--- src/design/ofd_pkg.sv ---
// Constants shared by the opcode field decoder
`default_nettype none
package ofd_pkg;
  // ****************************************
  // Opcode values
  // ****************************************
  localparam logic [7:0] OP_MASK_INTERRUPTS   = 8'hFA;
  localparam logic [7:0] OP_UNMASK_INTERRUPTS = 8'hFB;
  localparam logic [7:0] OP_SET_DIRECTION     = 8'hFD;
  localparam logic [7:0] OP_BUS_LOCK          = 8'hF0;
  localparam logic [4:0] OP_EXTERNAL_DEV_HI   = 5'h1B;
  localparam logic [2:0] OP_SEG_OVR_HI        = 3'h1;
  localparam logic [2:0] OP_SEG_OVR_LO        = 3'h6;
  localparam logic [6:0] OP_REPEAT_HI         = 7'h79;
  // ****************************************
  // Field positions
  // ****************************************
  localparam int unsigned WIDTH_BIT   = 0;
  localparam int unsigned DIR_BIT     = 1;
  localparam int unsigned SIGN_BIT    = 1;
  localparam int unsigned COUNT_BIT   = 1;
  localparam int unsigned CMP_BIT     = 0;
  localparam int unsigned SEG_LSB     = 3;
  localparam int unsigned MODE_LSB    = 6;
  localparam int unsigned REG_LSB     = 3;
  localparam int unsigned LOC_LSB     = 0;
  // ****************************************
  // Field values and reset values
  // ****************************************
  localparam logic [1:0] MODE_NO_DISP   = 2'h0;
  localparam logic [1:0] MODE_DISP8     = 2'h1;
  localparam logic [1:0] MODE_DISP16    = 2'h2;
  localparam logic [1:0] MODE_REGISTER  = 2'h3;
  localparam logic [2:0] LOC_DIRECT     = 3'h6;
  localparam logic [2:0] LOC_BASE_SRC   = 3'h0;
  localparam logic [2:0] REG_ACCUM      = 3'h0;
  localparam logic [1:0] SEG_EXTRA      = 2'h0;
  localparam logic [1:0] SEG_DATA       = 2'h3;
  localparam logic [4:0] COUNT_ONE      = 5'h01;
  localparam logic [7:0] RESET_BYTE     = 8'h00;
  // Condition selector codes
  localparam logic [1:0] COND_BELOW     = 2'h0;
  localparam logic [1:0] COND_BEL_EQ    = 2'h1;
  localparam logic [1:0] COND_LESS      = 2'h2;
  localparam logic [1:0] COND_LESS_EQ   = 2'h3;
endpackage
`default_nettype wire

--- src/design/ofd_decoder.sv ---
// Opcode field decoder for processor control and common operand fields
// What this block does
// - Bytes FA, FB and FD decode as mask, unmask interrupts and set direction, no operands.
// - Byte F0 is a bus lock prefix that raises lock for the following instruction.
// - A first byte 11011xxx is an external device escape whose middle operand bits are ignored.
// - Direction bit 1 makes the register the destination, 0 the source.
// - Width bit 1 selects word operation, 0 byte operation.
// - Sign and width both 1 sign-extend one immediate byte and fetch no second one.
// - Count bit 0 gives a shift count of one, 1 takes it from the count register low byte.
// - The repeat compare bit is matched with the zero flag to continue a string compare.
// - A byte 001ss110 is a segment override prefix for the next memory operand.
// - Addressing form 11 makes the operand locator a register selector.
// - Addressing form 00 gives zero displacement except for the direct address.
// - Register 000 is the wide or narrow accumulator, segment code 00 the extra segment.
// - Above and below use unsigned results, greater and less use signed ones.
// - Addressing form 01 sign-extends one displacement byte to 16 bits.
// - Locator 000 in memory form addresses base plus source index plus displacement.
`default_nettype none
module ofd_decoder (
  // Clock and reset
  input  wire logic        mclk,
  input  wire logic        rstn,
  // Instruction bytes from prefetch
  input  wire logic        instValid,
  input  wire logic [7:0]  opByte,
  input  wire logic [7:0]  modeByte,
  input  wire logic [7:0]  dispLow,
  input  wire logic [7:0]  dispHigh,
  input  wire logic [7:0]  immLow,
  input  wire logic [7:0]  immHigh,
  // Flags and count register from datapath
  input  wire logic        zeroFlag,
  input  wire logic        carryFlag,
  input  wire logic        signFlag,
  input  wire logic        overflowFlag,
  input  wire logic [7:0]  shiftCountByte,
  input  wire logic [1:0]  condSelect,
  // Processor control decodes
  output logic             maskInterruptsOp,
  output logic             unmaskInterruptsOp,
  output logic             setDirectionOp,
  output logic             externalDeviceOpcode,
  output logic             isPrefix,
  output logic             busLock,
  output logic             segOverride,
  output logic [1:0]       segSelect,
  // Common fields
  output logic             decodeValid,
  output logic             regIsDest,
  output logic             wordOp,
  output logic [15:0]      immOperand,
  output logic [1:0]       immBytes,
  output logic [4:0]       shiftCount,
  output logic             repeatContinue,
  output logic             locIsRegister,
  output logic [2:0]       regSelect,
  output logic             regIsAccumulator,
  output logic [1:0]       dispBytes,
  output logic [15:0]      displacement,
  output logic             eaBasePlusSource,
  output logic             condTrue
);
  // ****************************************
  // Reset synchroniser
  // ****************************************
  logic rstMeta_q;
  logic rstSync_q;

  // Two-stage release of the reset
  always_ff @(posedge mclk or negedge rstn) begin
    if (!rstn) begin
      rstMeta_q <= 1'b0;
      rstSync_q <= 1'b0;
    end else begin
      rstMeta_q <= 1'b1;
      rstSync_q <= rstMeta_q;
    end
  end

  // ****************************************
  // Opcode classification
  // ****************************************
  wire logic opMask    = (opByte == ofd_pkg::OP_MASK_INTERRUPTS);
  wire logic opUnmask  = (opByte == ofd_pkg::OP_UNMASK_INTERRUPTS);
  wire logic opSetDir  = (opByte == ofd_pkg::OP_SET_DIRECTION);
  wire logic opLock    = (opByte == ofd_pkg::OP_BUS_LOCK);
  wire logic opEscape  = (opByte[7:3] == ofd_pkg::OP_EXTERNAL_DEV_HI);
  wire logic opSegOvr  = (opByte[7:5] == ofd_pkg::OP_SEG_OVR_HI) &&
                         (opByte[2:0] == ofd_pkg::OP_SEG_OVR_LO);
  wire logic opRepeat  = (opByte[7:1] == ofd_pkg::OP_REPEAT_HI);
  wire logic prefixIn  = opLock || opSegOvr || opRepeat;
  wire logic takeInst  = instValid && !prefixIn;
  wire logic takePrefix = instValid && prefixIn;

  // Held prefix state, read by the field decode below
  logic       lockPending_q;
  logic       segPending_q;
  logic [1:0] segCode_q;
  logic       repPending_q;
  logic       repCmp_q;

  // ****************************************
  // Common field decode
  // ****************************************
  wire logic       wBit    = opByte[ofd_pkg::WIDTH_BIT];
  wire logic       dBit    = opByte[ofd_pkg::DIR_BIT];
  wire logic       sBit    = opByte[ofd_pkg::SIGN_BIT];
  wire logic       vBit    = opByte[ofd_pkg::COUNT_BIT];
  wire logic       signExt = sBit && wBit;
  wire logic [2:0] regFld  = modeByte[ofd_pkg::REG_LSB +: 3];
  wire logic [2:0] locFld  = modeByte[ofd_pkg::LOC_LSB +: 3];

  // Immediate operand forming
  wire logic [15:0] immNext = signExt ? {{8{immLow[7]}}, immLow} :
                              wBit    ? {immHigh, immLow} : {8'h00, immLow};
  wire logic [1:0]  immLen  = (wBit && !signExt) ? 2'h2 : 2'h1;

  // Shift count source, count masked to five bits
  wire logic [4:0] countNext = vBit ? shiftCountByte[4:0] : ofd_pkg::COUNT_ONE;

  // Repeat continues while zero flag matches the held compare bit
  wire logic repNext = repPending_q && (zeroFlag == repCmp_q);

  // Escape ignores middle bits, register form uses locator as selector
  wire logic       regForm;
  wire logic [2:0] regNext = opEscape ? locFld :
                             regForm  ? locFld : regFld;

  // Unsigned and signed comparison conditions
  wire logic below   = carryFlag;
  wire logic belEq   = carryFlag || zeroFlag;
  wire logic less    = signFlag ^ overflowFlag;
  wire logic lessEq  = less || zeroFlag;
  wire logic condNext = (condSelect == ofd_pkg::COND_BELOW)  ? below :
                        (condSelect == ofd_pkg::COND_BEL_EQ) ? belEq :
                        (condSelect == ofd_pkg::COND_LESS)   ? less  : lessEq;

  // ****************************************
  // Addressing byte decode
  // ****************************************
  wire logic        directAddr;
  wire logic [1:0]  dispLen;
  wire logic [15:0] dispVal;
  wire logic        eaBps;

  ofd_operand_fields uFields (
    .modeByte         (modeByte),
    .dispLow          (dispLow),
    .dispHigh         (dispHigh),
    .locIsRegister    (regForm),
    .directAddress    (directAddr),
    .dispBytes        (dispLen),
    .displacement     (dispVal),
    .eaBasePlusSource (eaBps)
  );

  // ****************************************
  // Next values
  // ****************************************
  // Held prefix codes load only from a new prefix of their own kind; a taken instruction returns them to reset values
  wire logic [1:0] segCodeNext = opSegOvr ? opByte[ofd_pkg::SEG_LSB +: 2] :
                                 segCode_q;
  wire logic       repCmpNext  = opRepeat ? opByte[ofd_pkg::CMP_BIT] : repCmp_q;

  // Processor control pulses for a taken instruction
  wire logic maskNext   = takeInst && opMask;
  wire logic unmaskNext = takeInst && opUnmask;
  wire logic setDirNext = takeInst && opSetDir;
  wire logic escapeNext = takeInst && opEscape;
  wire logic lockNext   = takeInst && lockPending_q;
  wire logic segOvrNext = takeInst && segPending_q;

  // Register form and displacement as loaded
  wire logic        locRegNext  = regForm || opEscape;
  wire logic        accumNext   = (regNext == ofd_pkg::REG_ACCUM);
  wire logic [1:0]  dispLenNext = regForm ? 2'h0 : dispLen;
  wire logic [15:0] dispValNext = regForm ? 16'h0000 : dispVal;

  // ****************************************
  // Prefix hold
  // ****************************************
  // Lock prefix waits for the next instruction
  always_ff @(posedge mclk or negedge rstSync_q) begin
    if (!rstSync_q) begin
      lockPending_q <= 1'b0;
    end else if (takePrefix) begin
      lockPending_q <= lockPending_q || opLock;
    end else if (takeInst) begin
      lockPending_q <= 1'b0;
    end
  end

  // Segment override code waits for the next instruction
  always_ff @(posedge mclk or negedge rstSync_q) begin
    if (!rstSync_q) begin
      segPending_q <= 1'b0;
      segCode_q    <= ofd_pkg::SEG_DATA;
    end else if (takePrefix) begin
      segPending_q <= segPending_q || opSegOvr;
      segCode_q    <= segCodeNext;
    end else if (takeInst) begin
      segPending_q <= 1'b0;
      segCode_q    <= ofd_pkg::SEG_DATA;
    end
  end

  // Repeat compare sense waits for the next instruction
  always_ff @(posedge mclk or negedge rstSync_q) begin
    if (!rstSync_q) begin
      repPending_q <= 1'b0;
      repCmp_q     <= 1'b0;
    end else if (takePrefix) begin
      repPending_q <= repPending_q || opRepeat;
      repCmp_q     <= repCmpNext;
    end else if (takeInst) begin
      repPending_q <= 1'b0;
      repCmp_q     <= 1'b0;
    end
  end

  // ****************************************
  // Output registers
  // ****************************************
  // Interrupt, direction and escape pulses
  always_ff @(posedge mclk or negedge rstSync_q) begin
    if (!rstSync_q) begin
      maskInterruptsOp     <= 1'b0;
      unmaskInterruptsOp   <= 1'b0;
      setDirectionOp       <= 1'b0;
      externalDeviceOpcode <= 1'b0;
    end else begin
      maskInterruptsOp     <= maskNext;
      unmaskInterruptsOp   <= unmaskNext;
      setDirectionOp       <= setDirNext;
      externalDeviceOpcode <= escapeNext;
    end
  end

  // Prefix results and instruction strobe
  always_ff @(posedge mclk or negedge rstSync_q) begin
    if (!rstSync_q) begin
      isPrefix    <= 1'b0;
      busLock     <= 1'b0;
      segOverride <= 1'b0;
      segSelect   <= ofd_pkg::SEG_DATA;
      decodeValid <= 1'b0;
    end else begin
      isPrefix    <= takePrefix;
      busLock     <= lockNext;
      segOverride <= segOvrNext;
      segSelect   <= segCode_q;
      decodeValid <= takeInst;
    end
  end

  // Direction, width and immediate operand of each instruction
  always_ff @(posedge mclk or negedge rstSync_q) begin
    if (!rstSync_q) begin
      regIsDest  <= 1'b0;
      wordOp     <= 1'b0;
      immOperand <= 16'h0000;
      immBytes   <= 2'h0;
    end else if (takeInst) begin
      regIsDest  <= dBit;
      wordOp     <= wBit;
      immOperand <= immNext;
      immBytes   <= immLen;
    end
  end

  // Shift count, repeat decision and condition
  always_ff @(posedge mclk or negedge rstSync_q) begin
    if (!rstSync_q) begin
      shiftCount     <= ofd_pkg::COUNT_ONE;
      repeatContinue <= 1'b0;
      condTrue       <= 1'b0;
    end else if (takeInst) begin
      shiftCount     <= countNext;
      repeatContinue <= repNext;
      condTrue       <= condNext;
    end
  end

  // Register selection and addressing form
  always_ff @(posedge mclk or negedge rstSync_q) begin
    if (!rstSync_q) begin
      locIsRegister    <= 1'b0;
      regSelect        <= ofd_pkg::REG_ACCUM;
      regIsAccumulator <= 1'b0;
      dispBytes        <= 2'h0;
      displacement     <= 16'h0000;
      eaBasePlusSource <= 1'b0;
    end else if (takeInst) begin
      locIsRegister    <= locRegNext;
      regSelect        <= regNext;
      regIsAccumulator <= accumNext;
      dispBytes        <= dispLenNext;
      displacement     <= dispValNext;
      eaBasePlusSource <= eaBps;
    end
  end
endmodule
`default_nettype wire

--- src/design/ofd_operand_fields.sv ---
// Combinational decode of the addressing byte and its displacement
`default_nettype none
module ofd_operand_fields (
  // Addressing byte and displacement
  input  wire logic [7:0]  modeByte,
  input  wire logic [7:0]  dispLow,
  input  wire logic [7:0]  dispHigh,
  // Decoded fields
  output logic             locIsRegister,
  output logic             directAddress,
  output logic [1:0]       dispBytes,
  output logic [15:0]      displacement,
  output logic             eaBasePlusSource
);
  // ****************************************
  // Field split
  // ****************************************
  wire logic [1:0] mode = modeByte[ofd_pkg::MODE_LSB +: 2];
  wire logic [2:0] loc  = modeByte[ofd_pkg::LOC_LSB +: 3];

  // Register form and direct address exception
  assign locIsRegister = (mode == ofd_pkg::MODE_REGISTER);
  assign directAddress = (mode == ofd_pkg::MODE_NO_DISP) && (loc == ofd_pkg::LOC_DIRECT);

  // Displacement length and value
  assign dispBytes = directAddress                     ? 2'h2 :
                     (mode == ofd_pkg::MODE_DISP8)     ? 2'h1 :
                     (mode == ofd_pkg::MODE_DISP16)    ? 2'h2 : 2'h0;
  assign displacement = (directAddress || mode == ofd_pkg::MODE_DISP16) ? {dispHigh, dispLow} :
                        (mode == ofd_pkg::MODE_DISP8) ? {{8{dispLow[7]}}, dispLow} :
                        16'h0000;
  // Base plus source index form
  assign eaBasePlusSource = !locIsRegister && (loc == ofd_pkg::LOC_BASE_SRC);
endmodule
`default_nettype wire

--- config.mk ---
export PLATFORM = sky130hd
export DESIGN_NAME = ofd_decoder
export DESIGN_NICKNAME = d
export VERILOG_FILES = /design/src/design/ofd_pkg.sv /design/src/design/ofd_decoder.sv /design/src/design/ofd_operand_fields.sv
export SDC_FILE = /design/constraint.sdc
export NUM_CORES = 1
export LEC_CHECK = 0
export BUFFER_PORTS_ARGS = -buffer_cell sky130_fd_sc_hd__buf_4
export CORE_MARGIN = 2
export CORE_UTILIZATION = 47
export DETAILED_ROUTE_END_ITERATION = 8
export MAX_ROUTING_LAYER = met4
export PLACE_DENSITY = 0.79
export SYNTH_ARGS = -nofsm -noshare
export SYNTH_HDL_FRONTEND = slang
export SYNTH_SLANG_ARGS = --single-unit
--- constraint.sdc ---
create_clock -name mclk -period 6.1 [get_ports mclk]
set_input_delay 1.22 -clock mclk [delete_from_list [all_inputs] [get_ports mclk]]
set_output_delay 1.22 -clock mclk [all_outputs]
set_load 0.1 [all_outputs]
# Yosys cells after proc, flatten, opt, wreduce, memory -nomap -nowiden
# Cells that the tools add are included.
[classes] bitwise=1 muxes=25 n_reduce_logical=33 n_eq_ne=17
[ops] op="2-to-1 mux 16 bit" n=5
[ops] op="== test 8 bit (second input constant)" n=4
[ops] op="2-to-1 mux 2 bit" n=8
[ops] op="logical AND 1 bit" n=14
[ops] op="logical OR 1 bit" n=9
[ops] op="2-to-1 mux 1 bit" n=9
[ops] op="== test 7 bit (second input constant)" n=1
[ops] op="== test 2 bit (second input constant)" n=3
[ops] op="== test 3 bit (second input constant)" n=2
[ops] op="zero test 3 bit" n=2
[ops] op="2-to-1 mux 3 bit" n=2
[ops] op="== test 5 bit (second input constant)" n=1
[ops] op="2-to-1 mux 5 bit" n=1
[ops] op="== test 2 x 1 -> 1 bit (second input constant)" n=2
[ops] op="zero test 2 bit" n=2
[ops] op="!= test 2 bit (second input constant)" n=2
[ops] op="AND reduction 2 bit" n=2
[ops] op="== test 3 x 1 -> 1 bit (second input constant)" n=1
[ops] op="zero test 1 bit" n=3
[ops] op="nonzero test 2 bit" n=1
[ops] op="== test 1 bit" n=1
[ops] op="XOR 1 bit" n=1
[word_totals] output_inout_bits=61 ff_bits=69

# Depth between registers and ports, before layout
[depth] depth_word=8 mapped_depth=6 mapped_depth_nobuf=5

# Modules after synthesis
# Synthesis repeated with hierarchy kept, for this count alone.
[hier_totals] hier_cells=297 hier_area_um2=3493.4
[modules_own_cells] mod="ofd_decoder" cells_each=243 instances=1 area_per_inst_um2=3116.7 seq_area_each_um2=1732.9
[modules_own_cells] mod="ofd_operand_fields" cells_each=54 instances=1 area_per_inst_um2=376.6 seq_area_each_um2=0.0

# Least setup slack after synthesis
# OpenSTA, ideal clock, no wires.
[synth_path] kind="input-to-reg" startpoint="input opByte[6]" endpoint="register dispBytes[1]" arrival_time_ns=2.561 setup_slack_ns=3.412 stages=6 path_buffers=1 cell_sequence="nand4_1 -> or2_4 -> o311ai_4 -> inv_4 -> buf_6 -> mux2_4"
[synth_via] elab_chain_cells=6
[synth_rtl] item="start, declared" line_no="ofd_decoder.sv:25" source="input wire logic [7:0] opByte,"
[synth_rtl] item="== test 3 x 1 -> 1 bit" line_no="ofd_decoder.sv:88" source="wire logic opSegOvr = (opByte[7:5] == ofd_pkg::OP_SEG_OVR_HI) &&"
[synth_rtl] item="logical AND 1 bit" line_no="ofd_decoder.sv:88"
[synth_rtl] item="logical OR 1 bit" line_no="ofd_decoder.sv:91" source="wire logic prefixIn = opLock || opSegOvr || opRepeat;"
[synth_rtl] item="logical OR 1 bit (*)" line_no="ofd_decoder.sv:91"
[synth_rtl] item="zero test 1 bit (*)" line_no="ofd_decoder.sv:92" source="wire logic takeInst = instValid && !prefixIn;"
[synth_rtl] item="logical AND 1 bit (*)" line_no="ofd_decoder.sv:92"
[synth_rtl] item="end signal, assigned" line_no="ofd_decoder.sv:297" source="dispBytes <= dispLenNext;"
[synth_rtl] item="end, declared" line_no="ofd_decoder.sv:58" source="output logic [1:0] dispBytes,"
# Mark *: on every way between the ends. The rest lies on a longest branch, timed or not.
# A chain may end at the register's enable or synchronous reset.

# Final worst setup path
[layout_path] startpoint="input opByte[6]" endpoint="register immOperand[4]"
[layout_via] elab_chain_cells=6
[layout_rtl] item="== test 3 x 1 -> 1 bit" line_no="ofd_decoder.sv:88"
[layout_rtl] item="logical AND 1 bit" line_no="ofd_decoder.sv:88"
[layout_rtl] item="logical OR 1 bit" line_no="ofd_decoder.sv:91"
[layout_rtl] item="logical OR 1 bit (*)" line_no="ofd_decoder.sv:91"
[layout_rtl] item="zero test 1 bit (*)" line_no="ofd_decoder.sv:92"
[layout_rtl] item="logical AND 1 bit (*)" line_no="ofd_decoder.sv:92"
[layout_rtl] item="end signal, assigned" line_no="ofd_decoder.sv:266" source="immOperand <= immNext;"
[layout_rtl] item="end, declared" line_no="ofd_decoder.sv:51" source="output logic [15:0] immOperand,"
# Marks and branches as above.

==> tab_implementation.tex <==
\begin{tabular}{lr}
\hline
Metric & Value \\
\hline
\multicolumn{2}{l}{\textbf{Route}} \\
\quad Violation count after the first detailed-routing iteration & 51 \\
\quad DR pass1 iterations & 4 \\
\quad WL per Instance & 14.9 µm \\
\quad Final ANT Viol Nets & 0 \\
\quad Final routed DRC violation total & 0 \\
\quad Number of vias in the routed layout & 2328 \\
\quad Vias per cell & 4.99 \\
\quad Final WL & 6.97 mm \\
\multicolumn{2}{l}{\textbf{Layout}} \\
\quad Fraction of layout instances using a drive strength above 1 & 44.1\% \\
\quad Count of nets after finishing & 450 \\
\quad Number of diodes & 0 \\
\quad Commonest non-fill, non-tap cell in the layout & sky130\_fd\_sc\_hd\_\_buf\_4 \\
\quad Area delta synth->final & 39.2\% \\
\quad Final core utilization & 67.5\% \\
\quad Most frequent cells in the layout & sky130\_fd\_sc\_hd\_\_buf\_4 (123), sky130\_fd\_sc\_hd\_\_dfrtp\_1 (63), sky130\_fd\_sc\_hd\_\_inv\_1 (34) \\
\multicolumn{2}{l}{\textbf{Die}} \\
\quad Height of the die & 84.7 µm \\
\quad Die Span X & 84.7 µm \\
\quad Placeable core area & 0.00631 mm² \\
\quad Die footprint & 0.00718 mm² \\
\quad I/O Pins & 126 \\
\quad Starting density of the core & 48.5\% \\
\quad Total number of placement rows & 29 \\
\multicolumn{2}{l}{\textbf{Yosys}} \\
\quad Synth cell types & 34 \\
\quad Netlist area before placement & 0.00306 mm² \\
\quad Sequential element share of the synthesized area & 56.6\% \\
\quad Flip-flop and latch count after synthesis & 69 \\
\quad Post-synthesis cell count & 261 \\
\quad Total number of yosys warnings & 0 \\
\quad Net count after synthesis & 326 \\
\quad Average size of a mapped cell & 11.7 µm² \\
\multicolumn{2}{l}{\textbf{Pwr}} \\
\quad Design Power & 0.00141 W \\
\quad Total power divided by cell area & 332 mW/mm² \\
\quad Maximum vdd ir drop & 0.000229 V \\
\quad Reported leakage power & 2.19 nW \\
\multicolumn{2}{l}{\textbf{Worst hold path}} \\
\quad Tightest Hold Check Type & reg -> reg \\
\multicolumn{2}{l}{\textbf{Clocking}} \\
\quad Post CTS Setup Buffer Count & 0 \\
\quad Number of hold-repair buffers added at the cts stage & 0 \\
\quad TritonCTS clock tree & done \\
\quad Count of instances resized after the clock tree is built & 0 \\
\quad Longest Clk Path Bufs & 2 \\
\quad Clock transition at path regs & 0.07 ns \\
\quad Clock latency reported for the late side of the worst-skew pair & 0.33 ns \\
\quad Level count of the clock H-tree & 3 \\
\quad Buffer type at the clock tree root & sky130\_fd\_sc\_hd\_\_clkbuf\_8 \\
\quad TritonCTS Buffers & 9 \\
\quad Clock sink count & 69 \\
\multicolumn{2}{l}{\textbf{Setup path}} \\
\quad Arrival time reported for the critical path endpoint & 3.19 ns \\
\quad Worst Path Max Fanout & 53 \\
\quad Kind of capture point of the worst setup path & register \\
\quad Data required time of the critical path & 6.32 ns \\
\quad Crit Path Category & in -> reg \\
\quad Type of origin of the critical path & input pin \\
\multicolumn{2}{l}{\textbf{STA}} \\
\quad Total count of hold-check failures in the final report & 0 \\
\quad Setup repair after global routing missed its margin & false \\
\quad Setup Viol. Count Final & 0 \\
\quad Worst Tran Pin Value & 1.13 ns \\
\quad Period utilisation layout & 48.6\% \\
\quad Slew Limit Fails & 0 \\
\quad Final worst clock skew & 0.00391 ns \\
\quad Top achievable clock speed & 337 MHz \\
\quad Total negative setup slack & 0 ns \\
\quad Worst Hold Slack & 0.357 ns \\
\quad Clock period minus final worst setup slack & 2.97 ns \\
\quad Worst slew margin relative to its limit & 24.0\% \\
\multicolumn{2}{l}{\textbf{GRT}} \\
\quad Vias in the first global route & 2498 \\
\quad Number of antenna violations at the first check in global routing & 0 \\
\quad Maximum number of pins on one net before global-route repair & 68 \\
\quad Total routing usage reported by global routing & 21.5\% \\
\quad Remaining Overflow, GRT & 0 \\
\quad Wire length of the first global-routing pass & 11.8 mm \\
\multicolumn{2}{l}{\textbf{Place}} \\
\quad Placed wire-length estimate after detailed placement & 4.95 mm \\
\quad IO buf count & 122 \\
\quad Routability congestion estimate & 0.791 \\
\multicolumn{2}{l}{\textbf{Run status}} \\
\quad Outcome & completed \\
\multicolumn{2}{l}{\textbf{Job}} \\
\quad Count of max-cap constraint violations & 0 \\
\hline
\end{tabular}
-- cell type report --
type	instances	area, µm²
clock buffer	11	151
clock inverter	5	82.6
fill	523	2050
inverter	35	134
multi-input combinational	147	1140
sequential	69	1730
tap	77	96.3
timing repair buffer	123	923
-- synthesized netlist by cell type, drive strengths merged --
cell    instances  area, µm²
dfstp           5        131
nand2          18       67.6
and4            1       8.76
o21a            1       7.51
nand4           2       12.5
nand2b          4       25.0
mux2           23        308
a31o            1       8.76
o21ai          10       50.0
buf             6       41.3
mux2i          32        320
a31oi           1       6.26
conb            1       3.75
clkbuf          4       15.0
and2            5       31.3
nor3            6       30.0
dfrtp          64       1600
nor2            7       26.3
nand3           5       25.0
inv            35        134
o31ai           2       15.0
xnor2           1       8.76
nor4b           1       8.76
nor2b          10       62.6
or2             1       8.76
a21oi          12       60.1
xor2            1       8.76
o311ai          2       35.0
-- report_power, final --
part	internal, W	switching (W)	total [W]
sequential	0.000496	0.0000205	0.000516
combinational	0.000116	0.000355	0.000471
clock	0.000252	0.000174	0.000427
total	0.000864	0.000550	0.00141
-- final timing paths --
path / start / to / slack [ns] / cells after the start
min in group asynchronous: rstSync_q / immBytes[1] / 0.46 / 1
worst min-delay path: rstMeta_q / rstSync_q / 0.36 / 0
max in group asynchronous: rstSync_q / displacement[2] / 5.10 / 1
worst min register to register: rstMeta_q / rstSync_q / 0.36 / 0
worst max-delay path: opByte[6] / immOperand[4] / 3.13 / 6
worst max register to register: rstSync_q / displacement[2] / 5.10 / 1
-- per-layer routing --
layer	track usage [%]	vias up	wire length (µm)
li1	-	1113	-
met1	27.0	1114	2930
met2	33.3	87	3500
met3	5.31	14	416
met4	8.80	0	122
met5	-	-	0
-- worst max-delay path, cell delays in order --
cell,delay (ns)
sky130_fd_sc_hd__buf_4,0.09
sky130_fd_sc_hd__nand4_1,0.15
sky130_fd_sc_hd__or2_4,0.29
sky130_fd_sc_hd__o311ai_4,0.52
sky130_fd_sc_hd__inv_4,0.44
sky130_fd_sc_hd__mux2_4,0.43
-- per-stage QoR --
step                instance area (µm²)  cells  setup WS (ns)
CTS                                4260    467           3.16
finish                             4260    467           3.13
floorplan                          3060    261           3.41
global route                       4260    467           3.05
global placement                   4030    451           2.86
detailed placement                 4030    451           2.80
-- sequential cells by signal (all words and copies together), names as in the netlist, 2 cells and up --
name and count:
immBytes 2, shiftCount 5, displacement 16, dispBytes 2
segSelect 2, immOperand 16, regSelect 3, segCode_q 2
-- cells by family after synthesis --
kind of cell / synth area share, %
buffers and inverters: 6.21
and+or+nand+nor: 10.0
other: 0.122
muxes: 20.5
DFF: 56.6
xor gates and xnor gates: 0.572
AOI/OAI and AO/OA: 5.97
No activity file was read; power rests on OpenSTA's default activity.
